File: src/lsrd_pkg.sv
package lsrd_pkg;

    // ------------------------------------------------------------
    // Identifiers and frame codes
    // ------------------------------------------------------------
    localparam logic [5:0] LSRD_ID_CMD_FRAME     = 6'h3C;
    localparam logic [5:0] LSRD_ID_INDIRECT_READ = 6'h3D;
    localparam logic [5:0] LSRD_ID_EXTENDED      = 6'h3F;
    localparam logic [7:0] LSRD_APP_CMD_MARKER   = 8'h80;
    localparam logic [6:0] LSRD_CMD_DYN_ASSIGN   = 7'h11;
    localparam logic [7:0] LSRD_FILLER_BYTE      = 8'hFF;
    localparam logic [3:0] LSRD_PTR_PREPARE      = 4'h8;
    localparam int         LSRD_SLOTS            = 16;
    localparam int         LSRD_PAIRS            = 4;
    localparam logic [3:0] LSRD_PREP8_LEN        = 4'h8;
    localparam logic [3:0] LSRD_RSP_WAIT         = 4'hF;
    localparam logic [5:0] LSRD_ID_RESET         = 6'h3F;

    // ------------------------------------------------------------
    // Shared functions
    // ------------------------------------------------------------
    function automatic logic [7:0] lsrd_protect(input logic [5:0] id);
        logic p0;
        logic p1;
        p0 = id[0] ^ id[1] ^ id[2] ^ id[4];
        p1 = ~(id[1] ^ id[3] ^ id[4] ^ id[5]);
        return {p1, p0, id};
    endfunction

    function automatic logic [3:0] lsrd_length(input logic [5:0] id);
        unique case (id[5:4])
            2'b10:   return 4'h4;
            2'b11:   return 4'h8;
            default: return 4'h2;
        endcase
    endfunction

    function automatic logic [7:0] lsrd_csum_add(input logic [7:0] acc, input logic [7:0] b);
        logic [8:0] s;
        s = {1'b0, acc} + {1'b0, b};
        return s[7:0] + {7'h00, s[8]};
    endfunction

endpackage

File: src/lsrd_link_if.sv
`timescale 1ns/1ns
`default_nettype none
interface lsrd_link_if;
    import lsrd_pkg::*;
    // Header: master announces protected identifier
    logic       hdr_valid;
    logic [7:0] hdr_pid;
    // Master data bytes
    logic       mdat_valid;
    logic       mdat_ready;
    logic [7:0] mdat_byte;
    logic       mdat_last;
    // Slave response bytes
    logic       sdat_valid;
    logic       sdat_ready;
    logic [7:0] sdat_byte;
    logic       sdat_last;

    modport master
    (
        output hdr_valid, hdr_pid, mdat_valid, mdat_byte, mdat_last, sdat_ready,
        input  mdat_ready, sdat_valid, sdat_byte, sdat_last
    );
    modport slave
    (
        input  hdr_valid, hdr_pid, mdat_valid, mdat_byte, mdat_last, sdat_ready,
        output mdat_ready, sdat_valid, sdat_byte, sdat_last
    );
endinterface
`default_nettype wire

File: src/lsrd_slave.sv
// Notes on behaviour
// - One slave answers each read
// - Direct identifier only reads
// - Indirect read needs preparing first
// - Answers carry own node address
// - Direct read needs no preparing
// - 0x3D is eight-byte indirect read
// - Preparing names node and command
// - Two-byte preparing uses pointer eight
// - Eight-byte preparing uses 0x3C
// - Marker 0x80 enables command decode
// - 0x3C, 0x3F never assigned
// - Command 0x11 assigns identifiers
// - Four pairs per assignment frame
// - Fixed packing of bytes four to eight
// - Broadcast bit zero: all slaves store
// - Up to three assignment frames; the slave does not count them and accepts any number
// - Inverted carry sum over data
// - Identifier parity in bits 6, 7
// - Identifier bits 5, 4 give length
`timescale 1ns/1ns
`default_nettype none
module lsrd_slave
    import lsrd_pkg::*;
#(
    parameter int SLOTS = LSRD_SLOTS
)
(
    input  wire logic        clk_sys,
    input  wire logic        rst_n,
    lsrd_link_if.slave       link,
    input  wire logic [6:0]  node_address,
    output logic             read_cmd_valid,
    output logic [6:0]       read_cmd,
    input  wire logic        rsp_valid,
    input  wire logic [7:0]  rsp_byte,
    output logic             rsp_ready,
    output logic             frame_error
);

    typedef enum logic [2:0]
    {
        S_IDLE  = 3'b000,
        S_RECV  = 3'b001,
        S_RESP  = 3'b010,
        S_CSUM  = 3'b011,
        S_DONE  = 3'b100
    } lsrd_slv_type;

    typedef struct packed
    {
        lsrd_slv_type st;
        logic [5:0]   id;
        logic [3:0]   len;
        logic [3:0]   idx;
        logic [7:0]   acc;
        logic [63:0]  rx;
        logic         pend;
        logic [6:0]   pend_cmd;
        logic         rc_v;
        logic [6:0]   rc;
        logic         err;
        logic [1:0]   bcnt;
        logic [15:0]  bdat;
    } lsrd_slv_state_type;

    lsrd_slv_state_type s_q;
    lsrd_slv_state_type s_d;
    logic [5:0]         slot_id_q [SLOTS];
    logic               slot_we;
    logic [5:0]         wr_id [LSRD_PAIRS];
    logic [3:0]         wr_ptr [LSRD_PAIRS];

    function automatic logic [3:0] slot_of(input logic [5:0] id, input logic [5:0] tbl [SLOTS]);
        logic [3:0] hit;
        hit = 4'hF;
        for (int i = 0; i < SLOTS; i++)
        begin
            if (tbl[i] == id)
            begin
                hit = 4'(i);
            end
        end
        return hit;
    endfunction

    // ------------------------------------------------------------
    // Assignment frame unpacking
    // ------------------------------------------------------------
    always_comb
    begin
        wr_ptr[0] = s_q.rx[35:32];
        wr_id[0]  = {s_q.rx[25:24], s_q.rx[39:36]};
        wr_ptr[1] = s_q.rx[29:26];
        wr_id[1]  = {s_q.rx[19:16], s_q.rx[31:30]};
        wr_ptr[2] = s_q.rx[23:20];
        wr_id[2]  = s_q.rx[13:8];
        wr_ptr[3] = {s_q.rx[1:0], s_q.rx[15:14]};
        wr_id[3]  = s_q.rx[7:2];
    end

    // ------------------------------------------------------------
    // Frame handling
    // ------------------------------------------------------------
    logic [3:0] hit;
    logic [7:0] b1;
    logic [7:0] b2;
    logic [7:0] b3;
    logic       is_cmd;

    always_comb
    begin
        s_d = s_q;
        slot_we = 1'b0;
        s_d.rc_v = 1'b0;
        hit = slot_of(link.hdr_pid[5:0], slot_id_q);
        b1 = s_q.rx[63:56];
        b2 = s_q.rx[55:48];
        b3 = s_q.rx[47:40];
        is_cmd = (s_q.id == LSRD_ID_CMD_FRAME) && (b1 == LSRD_APP_CMD_MARKER);
        if (link.hdr_valid)
        begin
            s_d.id = link.hdr_pid[5:0];
            s_d.len = lsrd_length(link.hdr_pid[5:0]);
            s_d.idx = 4'h0;
            s_d.acc = 8'h00;
            s_d.rx = '0;
            s_d.pend = 1'b0;
            s_d.bcnt = 2'd0;
            s_d.st = S_IDLE;
            if (link.hdr_pid != lsrd_protect(link.hdr_pid[5:0]))
            begin
                s_d.err = 1'b1;
            end
            else if (link.hdr_pid[5:0] == LSRD_ID_INDIRECT_READ)
            begin
                if (s_q.pend)
                begin
                    s_d.len = LSRD_PREP8_LEN;
                    s_d.rc_v = 1'b1;
                    s_d.rc = s_q.pend_cmd;
                    s_d.st = S_RESP;
                end
            end
            else if (hit != 4'hF && hit != LSRD_PTR_PREPARE
                     && link.hdr_pid[5:0] != LSRD_ID_CMD_FRAME && link.hdr_pid[5:0] != LSRD_ID_EXTENDED)
            begin
                // Direct read: slot index is the command
                s_d.rc_v = 1'b1;
                s_d.rc = {3'b000, hit};
                s_d.st = S_RESP;
            end
            else
            begin
                s_d.st = S_RECV;
            end
        end
        else
        begin
            unique case (s_q.st)
                S_RECV:
                begin
                    if (link.mdat_valid)
                    begin
                        if (s_q.idx == s_q.len)
                        begin
                            s_d.st = S_DONE;
                            if (link.mdat_byte != ~s_q.acc)
                            begin
                                s_d.err = 1'b1;
                                s_d.st = S_IDLE;
                            end
                        end
                        else
                        begin
                            s_d.rx[8 * (7 - s_q.idx[2:0]) +: 8] = link.mdat_byte;
                            s_d.acc = lsrd_csum_add(s_q.acc, link.mdat_byte);
                            s_d.idx = s_q.idx + 4'h1;
                        end
                    end
                end
                S_DONE:
                begin
                    s_d.st = S_IDLE;
                    if (slot_of(s_q.id, slot_id_q) == LSRD_PTR_PREPARE && !s_q.id[5]
                        && b1[7] && b2[7] && b2[6:0] == node_address)
                    begin
                        s_d.pend = 1'b1;
                        s_d.pend_cmd = b1[6:0];
                    end
                    else if (is_cmd && b2[6:0] == LSRD_CMD_DYN_ASSIGN)
                    begin
                        if (!b3[7] || b3[6:0] == node_address)
                        begin
                            slot_we = 1'b1;
                        end
                    end
                    else if (is_cmd && b2[7] && b3[7] && b3[6:0] == node_address
                             && s_q.rx[39:0] == {5{LSRD_FILLER_BYTE}})
                    begin
                        s_d.pend = 1'b1;
                        s_d.pend_cmd = b2[6:0];
                    end
                end
                S_RESP:
                begin
                    // Two-entry buffer, own address first
                    if (s_q.bcnt < 2'd2)
                    begin
                        if (s_q.idx == 4'h0)
                        begin
                            s_d.bdat = {s_q.bdat[7:0], 1'b1, node_address};
                            s_d.bcnt = s_q.bcnt + 2'd1;
                            s_d.idx = 4'h1;
                            s_d.acc = lsrd_csum_add(s_q.acc, {1'b1, node_address});
                        end
                        else if (rsp_valid && s_q.idx < s_q.len)
                        begin
                            s_d.bdat = {s_q.bdat[7:0], rsp_byte};
                            s_d.bcnt = s_q.bcnt + 2'd1;
                            s_d.idx = s_q.idx + 4'h1;
                            s_d.acc = lsrd_csum_add(s_q.acc, rsp_byte);
                        end
                        else if (s_q.idx == s_q.len)
                        begin
                            s_d.bdat = {s_q.bdat[7:0], ~s_q.acc};
                            s_d.bcnt = s_q.bcnt + 2'd1;
                            s_d.idx = s_q.idx + 4'h1;
                        end
                    end
                    if (s_q.bcnt != 2'd0 && link.sdat_ready)
                    begin
                        s_d.bcnt = s_d.bcnt - 2'd1;
                        if (s_q.bcnt == 2'd1 && s_q.idx > s_q.len)
                        begin
                            s_d.st = S_CSUM;
                        end
                    end
                end
                S_CSUM:
                begin
                    s_d.st = S_IDLE;
                end
                default:
                begin
                    s_d.st = S_IDLE;
                end
            endcase
        end
    end

    always_ff @(posedge clk_sys or negedge rst_n)
    begin
        if (!rst_n)
        begin
            s_q <= '0;
        end
        else
        begin
            s_q <= s_d;
        end
    end

    // ------------------------------------------------------------
    // Identifier table
    // ------------------------------------------------------------
    always_ff @(posedge clk_sys or negedge rst_n)
    begin
        if (!rst_n)
        begin
            for (int i = 0; i < SLOTS; i++)
            begin
                slot_id_q[i] <= LSRD_ID_RESET;
            end
        end
        else if (slot_we)
        begin
            for (int p = 0; p < LSRD_PAIRS; p++)
            begin
                if (wr_id[p] != LSRD_ID_CMD_FRAME && wr_id[p] != LSRD_ID_EXTENDED)
                begin
                    slot_id_q[wr_ptr[p]] <= wr_id[p];
                end
            end
        end
    end

    assign link.mdat_ready = 1'b1;
    assign link.sdat_valid = (s_q.st == S_RESP) && (s_q.bcnt != 2'd0);
    assign link.sdat_byte  = (s_q.bcnt == 2'd2) ? s_q.bdat[15:8] : s_q.bdat[7:0];
    assign link.sdat_last  = link.sdat_valid && (s_q.bcnt == 2'd1) && (s_q.idx > s_q.len);
    assign read_cmd_valid  = s_q.rc_v;
    assign read_cmd        = s_q.rc;
    assign rsp_ready       = (s_q.st == S_RESP) && (s_q.bcnt < 2'd2) && (s_q.idx != 4'h0) && (s_q.idx < s_q.len);
    assign frame_error     = s_q.err;

endmodule
`default_nettype wire
File: src/flat_wrapper.sv
// flat-port wrapper written by rule: the top's interface ports become plain ports
module lsrd_slave_flat import lsrd_pkg::*;
#(
    parameter int SLOTS = LSRD_SLOTS
)
  (clk_sys, rst_n, node_address, read_cmd_valid, read_cmd, rsp_valid, rsp_byte, rsp_ready, frame_error, link_hdr_valid, link_hdr_pid, link_mdat_valid, link_mdat_byte, link_mdat_last, link_sdat_ready, link_mdat_ready, link_sdat_valid, link_sdat_byte, link_sdat_last);
  lsrd_link_if link_i ();
  input  wire logic clk_sys;
  input  wire logic rst_n;
  input  wire logic [6:0] node_address;
  output logic read_cmd_valid;
  output logic [6:0] read_cmd;
  input  wire logic rsp_valid;
  input  wire logic [7:0] rsp_byte;
  output logic rsp_ready;
  output logic frame_error;
  input wire logic [$bits(link_i.hdr_valid)-1:0] link_hdr_valid;
  input wire logic [$bits(link_i.hdr_pid)-1:0] link_hdr_pid;
  input wire logic [$bits(link_i.mdat_valid)-1:0] link_mdat_valid;
  input wire logic [$bits(link_i.mdat_byte)-1:0] link_mdat_byte;
  input wire logic [$bits(link_i.mdat_last)-1:0] link_mdat_last;
  input wire logic [$bits(link_i.sdat_ready)-1:0] link_sdat_ready;
  output wire logic [$bits(link_i.mdat_ready)-1:0] link_mdat_ready;
  output wire logic [$bits(link_i.sdat_valid)-1:0] link_sdat_valid;
  output wire logic [$bits(link_i.sdat_byte)-1:0] link_sdat_byte;
  output wire logic [$bits(link_i.sdat_last)-1:0] link_sdat_last;
  assign link_i.hdr_valid = link_hdr_valid;
  assign link_i.hdr_pid = link_hdr_pid;
  assign link_i.mdat_valid = link_mdat_valid;
  assign link_i.mdat_byte = link_mdat_byte;
  assign link_i.mdat_last = link_mdat_last;
  assign link_i.sdat_ready = link_sdat_ready;
  assign link_mdat_ready = link_i.mdat_ready;
  assign link_sdat_valid = link_i.sdat_valid;
  assign link_sdat_byte = link_i.sdat_byte;
  assign link_sdat_last = link_i.sdat_last;
  lsrd_slave #(.SLOTS(SLOTS)) u_core (.clk_sys(clk_sys), .rst_n(rst_n), .link(link_i), .node_address(node_address), .read_cmd_valid(read_cmd_valid), .read_cmd(read_cmd), .rsp_valid(rsp_valid), .rsp_byte(rsp_byte), .rsp_ready(rsp_ready), .frame_error(frame_error));
endmodule
File: config.mk
export PLATFORM = sky130hd
export DESIGN_NAME = lsrd_slave_flat
export DESIGN_NICKNAME = d
export VERILOG_FILES = /design/src/lsrd_pkg.sv /design/src/lsrd_link_if.sv /design/src/lsrd_slave.sv /design/src/flat_wrapper.sv
export SDC_FILE = /design/constraint.sdc
export NUM_CORES = 1
export LEC_CHECK = 0
export BUFFER_PORTS_ARGS = -buffer_cell sky130_fd_sc_hd__buf_4
export CORE_UTILIZATION = 43
export CTS_CLUSTER_DIAMETER = 30
export DETAILED_ROUTE_END_ITERATION = 16
export GPL_ROUTABILITY_DRIVEN = 0
export GPL_TIMING_DRIVEN = 0
export SLEW_MARGIN = 20
export SYNTH_ARGS = -nofsm -noshare
export SYNTH_HDL_FRONTEND = slang
export SYNTH_SLANG_ARGS = --single-unit
File: constraint.sdc
create_clock -name clk_sys -period 3.6 [get_ports clk_sys]
set_input_delay 0.54 -clock clk_sys [delete_from_list [all_inputs] [get_ports clk_sys]]
set_output_delay 0.54 -clock clk_sys [all_outputs]
set_load 0.1 [all_outputs]
# Word level (Yosys, flattened, before mapping)
# Index checks and enable logic that the tools add are counted.
# totals
output_inout_bits,21
latch_bits,0
memories,0
register_bits,220
inputBits,38
rom_bits,0
wordCells,305
ram_bits,0
# classes
n_div,0
n_mul,0
magnitude_cmp,11
reduce_logical,55
add_sub_neg,11
eq_ne,75
bitwise,14
muxes,108
shift,2
# ops
cell,count
two-way mux 96 bit,7
bitwise mux 96 bit,4
== test 6 bit,32
two-way mux 4 bit,39
two-way mux 76 bit,2
two-way mux 18 bit,7
demux 6 bit (select 4 bit),4
two-way mux 8 bit,11
two-way mux 77 bit,1
bitwise mux 64 bit,1
two-way mux 64 bit,1
variable shift 8 x 34 -> 64 bit (first input constant),1
variable part select 8 x 34 -> 64 bit,1
!= test 6 bit (second input constant),10
== test 40 bit (second input constant),1
negator 32 -> 34 bit,1
logical AND 1 bit,30
adder 8 x 8 -> 9 bit,3
two-way mux 3 bit,9
adder 8 x 1 -> 8 bit,3
two-way mux 12 bit,2
two-way mux 6 bit,4
one-hot mux 12 bit (2 select lines),1
>= comparator 5 bit (second input constant),4
45 further kinds,97

# Logic depth before layout (Yosys ltp)
# logic_depth
depth_word,36
mapped_depth,16
depth_no_buf,16

# Least setup slack after synthesis
# No wires, ideal clock.
# synth_path
path_kind,register to output
from,reg u_core.s_q[123] in the netlist's numbering
to,out rsp_ready
required_time_ns,3.060
slack_ns,-1.228
arrival_ns,4.288
n_path_buf,3
stages_incl_launch_ff,6
path_cell_list,dfrtp_1 > or3b_2 > clkbuf_1 > clkbuf_1 > clkbuf_1 > nor4_1
# synth_between
elab_chain_cells,4
# synth_lines
element,line_no,text
from (decl),lsrd_slave.sv:67,lsrd_slv_state_type s_q;
from (signal assigned),lsrd_slave.sv:256,s_q <= '0;
from (signal assigned),lsrd_slave.sv:260,s_q <= s_d;
== test 3 x 2 -> 1 bit,lsrd_slave.sv:294,assign rsp_ready = (s_q.st == S_RESP) && (s_q.bcnt < 2'd2) && (s_q.idx != 4'h0) && (s_q.idx < s_q.len);
logical AND 1 bit (3 in series),lsrd_slave.sv:294,
to (decl),flat_wrapper.sv:15,output logic rsp_ready;
# No other way between the ends.

# Final worst setup path
# layout_path
from,in link_hdr_pid[5]
to,"reg u_core.s_q, in the netlist u_core.read_cmd[1]"
# layout_between
elab_chain_cells,23
elab_cells_between_ends,49
classes_between,23 x eq/ne; 18 x mux; 3 x bitwise; 5 x reduce/logical
# layout_lines
element,line_no,text
from (decl),flat_wrapper.sv:18,input wire logic [$bits(link_i.hdr_pid)-1:0] link_hdr_pid;
== test 6 bit,lsrd_slave.sv:79,if (tbl[i] == id)
two-way mux 4 bit (16 in series),lsrd_slave.sv:79,
!= test 4 bit,lsrd_slave.sv:145,else if (hit != 4'hF && hit != LSRD_PTR_PREPARE
logical AND 1 bit,lsrd_slave.sv:145,
logical AND 1 bit (2 in series),lsrd_slave.sv:146,&& link.hdr_pid[5:0] != LSRD_ID_CMD_FRAME && link.hdr_pid[5:0] != LSRD_ID_EXTENDED)
nonzero test 2 bit (no line),n/a,
AND reduction 4 bit (no line),n/a,
# Several ways; a longest one is shown, not always the timed one. The select of a mux whose other input is x is not followed.
# A chain may end at the register's enable or synchronous reset.

==> results.txt <==
run status: finished, violations left
TritonCTS clock tree: yes
number of enable flip-flop cells after synthesis: 0
# H-tree levels: 3
clock tree buffer depth: 3
CP Max Fanout: 10
library cell with the largest summed area after synthesis: sky130_fd_sc_hd__dfrtp_1
violations in the final reports: design-rule violations
total iterations of the first detailed-routing run: 12
peak supply drop: 0.4101 mV
ports placed on the boundary: 59
placed cell count: 2,667
Top FF cell, synth: sky130_fd_sc_hd__dfrtp_1
Worst R2R Start: u_core.s_q[120]
synthesis-to-finish area growth: 20.47%
Core ar.: 39,640 um^2
async set or reset register ratio after synthesis: 100.0%
grt total ovfl: 0
drt first-iter violations: 1,655
PnR Total Power: 12.07 mW
busiest grt layer: met2
maximum achievable frequency: 284.5 MHz
worst endpoint data arrival time: 3.96 ns
remaining antenna violation count: 0
Final Max Slew Viols: 0
most area-consuming cells after synthesis: sky130_fd_sc_hd__dfrtp_1, sky130_fd_sc_hd__dfstp_2, sky130_fd_sc_hd__mux2i_1, sky130_fd_sc_hd__nor2_1, sky130_fd_sc_hd__o21ai_0
global routing usage on met1: 42.64%
vertical die dimension: 202.4 um
share of the synthesized area in the top cell type: 17.82%
initial cell density of the core: 43.57%
pin count of the biggest net entering global routing: 82
pwr/cell area: 579.9 nW/um^2
FF+latch count, synth: 219
final HPWL from detailed placement: 46,060 um
final period demand of the worst path: 3.515 ns
Clock transition at path regs: 0.04 ns
total setup violations reported at the end of the flow: 0
antenna violations before repair: 1
top cells by instance count after synthesis: sky130_fd_sc_hd__nor2_1, sky130_fd_sc_hd__nand2_1, sky130_fd_sc_hd__mux2i_1
post-synthesis cell count: 2,087
design area: 20,810 um^2
synth unique cells: 77
area of the mapped netlist: 17,270 um^2
relative slew slack: 30.73%
transition at the pin with the smallest max-transition slack: 1.039 ns
synthesized area per cell: 8.276 um^2
most frequently used cell type in the post-synthesis netlist: sky130_fd_sc_hd__nor2_1
startpoint kind of the worst setup timing path: primary input
final number of hold-violating endpoints: 0
number of port buffers: 52
setup repair after global routing missed its margin: yes
Via density: 6.066
total via count after detailed routing: 16,961
post-synthesis net count: 2,169
Post-CTS Setup Inserts: 0
Req. time, crit path: 4.05 ns
Max-Cap Viols: 0
total wirelength of the detailed-routed design: 66,080 um
number of sinks handled by clock tree synthesis: 219
layout cell share with drive strength beyond 1: 15.33%
wire length of the first global-routing pass: 99,260 um
average wire per standard cell: 23.63 um
M3 GR Usage: 8.626%
final cell count without fillers: 2,796
vias in the first global route: 16,267
final-stage net count: 2,296
global-route usage over all layers: 32.11%
post-place instance area: 18,410 um^2
critical path launch point: link_hdr_pid[5]
class of the most critical setup path: in2reg
row count: 73
portion of the post-synthesis area used by sequential elements: 32.43%
worst setup skew after layout: 0.01902 ns
final clock period utilization by the worst path: 97.64%
total clock buffers created by CTS: 69
root buffer selected by CTS: sky130_fd_sc_hd__clkbuf_16
post-route setup TNS: 0 ns
leakage power summed over all cells: 9.577 nW
Hold Slack: 0.2742 ns
Global Route met2 Usage: 47.10%
Tightest Hold Check Type: in2reg
Die ar.: 40,970 um^2
hold path startpoint: link_mdat_valid
floorplan die width: 202.4 um
DRC: 4
endpoint class of the critical path: flop
Yosys warning total: 0
source-to-sink clock delay at the later pin of the worst-skew pair: 0.59 ns
path summary, 6_finish.rpt:
path / endpoint / slack (ns) / cells past startpoint
hold reg to reg: u_core.s_q[12] / 0.47 / 2
min in group asynchronous: u_core.read_cmd_valid / 0.52 / 2
max in group asynchronous: u_core.slot_id_q[49] / 1.87 / 4
hold / removal: u_core.s_q[123] / 0.27 / 3
setup reg to reg: u_core.slot_id_q[29] / 0.13 / 10
setup / recovery: u_core.read_cmd[1] / 0.08 / 11
timing repair:
item | in CTS | in global routing
hold buffers | 1 | 0
endpoints found under the setup margin | 5 | 70
endpoints found under the hold margin | 18 | 0
pin swaps | 0 | 1
gates resized for setup | 3 | 11
gates cloned | 0 | 0
state kept, by name, indices dropped and copies added (netlist names):
register	cells
u_core.b2	8
u_core.read_cmd	7
u_core.b1	8
u_core.slot_id_q	96
u_core.b3	8
u_core.read_cmd_valid	1
u_core.s_q	90
u_core.frame_error	1
metrics by stage:
| step | util (%) | setup WS [ns] |
|---|---|---|
| after floorplan | - | -0.06456 |
| after global placement | 46.24 | -0.7143 |
| after detailed placement | 46.43 | -0.6977 |
| after CTS | 52.42 | 0.02107 |
| after global routing | 52.48 | -0.008115 |
| final | 52.49 | 0.08484 |
critical path, cell delays in order:
cell	delay (ns)
sky130_fd_sc_hd__buf_2	0.16
sky130_fd_sc_hd__buf_4	0.30
sky130_fd_sc_hd__buf_2	0.45
sky130_fd_sc_hd__xor2_1	0.20
sky130_fd_sc_hd__nor4_1	0.09
sky130_fd_sc_hd__nand3_1	0.32
sky130_fd_sc_hd__nand3_1	0.40
sky130_fd_sc_hd__a311oi_2	0.74
sky130_fd_sc_hd__a21o_1	0.27
sky130_fd_sc_hd__a31oi_4	0.08
sky130_fd_sc_hd__a221o_1	0.41
cells by family (layout without fill, tap and decap cells):
| group | Yosys count | count (layout) | share of synthesized area, % |
|---|---|---|---|
| buf+inv | 212 | 395 | 5.151 |
| flops | 219 | 219 | 32.43 |
| simple gates | 686 | 686 | 17.97 |
| other cells | 1 | 2 | 0.02171 |
| xor+xnor | 197 | 197 | 10.15 |
| compound gates | 535 | 535 | 19.68 |
| fa+ha+maj | 44 | 44 | 3.318 |
| mux | 193 | 193 | 11.29 |
metal layers:
metal | vias to the layer above | wire length (um)
met4 | 0 | 3628
met5 | - | 0
li1 | 7661 | -
met1 | 8191 | 27440
met3 | 237 | 6884
met2 | 872 | 28120
layout by cell type (no fill, tap or decap), types with 48 or more instances in the layout:
cell                        Yosys  final
sky130_fd_sc_hd__clkbuf_16      0     70
sky130_fd_sc_hd__a211oi_1     102    102
sky130_fd_sc_hd__clkbuf_1     151    156
sky130_fd_sc_hd__o21ai_0      175    174
sky130_fd_sc_hd__dfstp_2       96     96
sky130_fd_sc_hd__xor2_1        99     99
sky130_fd_sc_hd__a21o_1        58     58
sky130_fd_sc_hd__xnor2_1       96     96
sky130_fd_sc_hd__nor2_1       240    240
sky130_fd_sc_hd__nand3_1       48     48
sky130_fd_sc_hd__nand2_1      230    230
sky130_fd_sc_hd__mux2i_1      178    178
sky130_fd_sc_hd__buf_4         14     66
sky130_fd_sc_hd__a21oi_1      106    105
sky130_fd_sc_hd__dfrtp_1      123    122
final cells by class:
type                            count  area (um^2)
Multi-Input combinational cell   1656        10830
Sequential cell                   219         5602
Timing Repair Buffer               56        470.5
Tap cell                          525        656.9
Fill cell                        3637        18830
Inverter                           25        93.84
Buffer                            187        799.5
Antenna cell                        1        2.502
Clock inverter                     33        347.8
Clock buffer                       94         2002
where the power goes:
part           leakage, nW  total, mW  internal (mW)  switching (mW)
Sequential            2.65       2.85           2.67           0.178
Clock                 1.16       6.02           4.17            1.85
Combinational         5.77       3.20           1.09            2.11
Power figures use the tool's default switching activity.
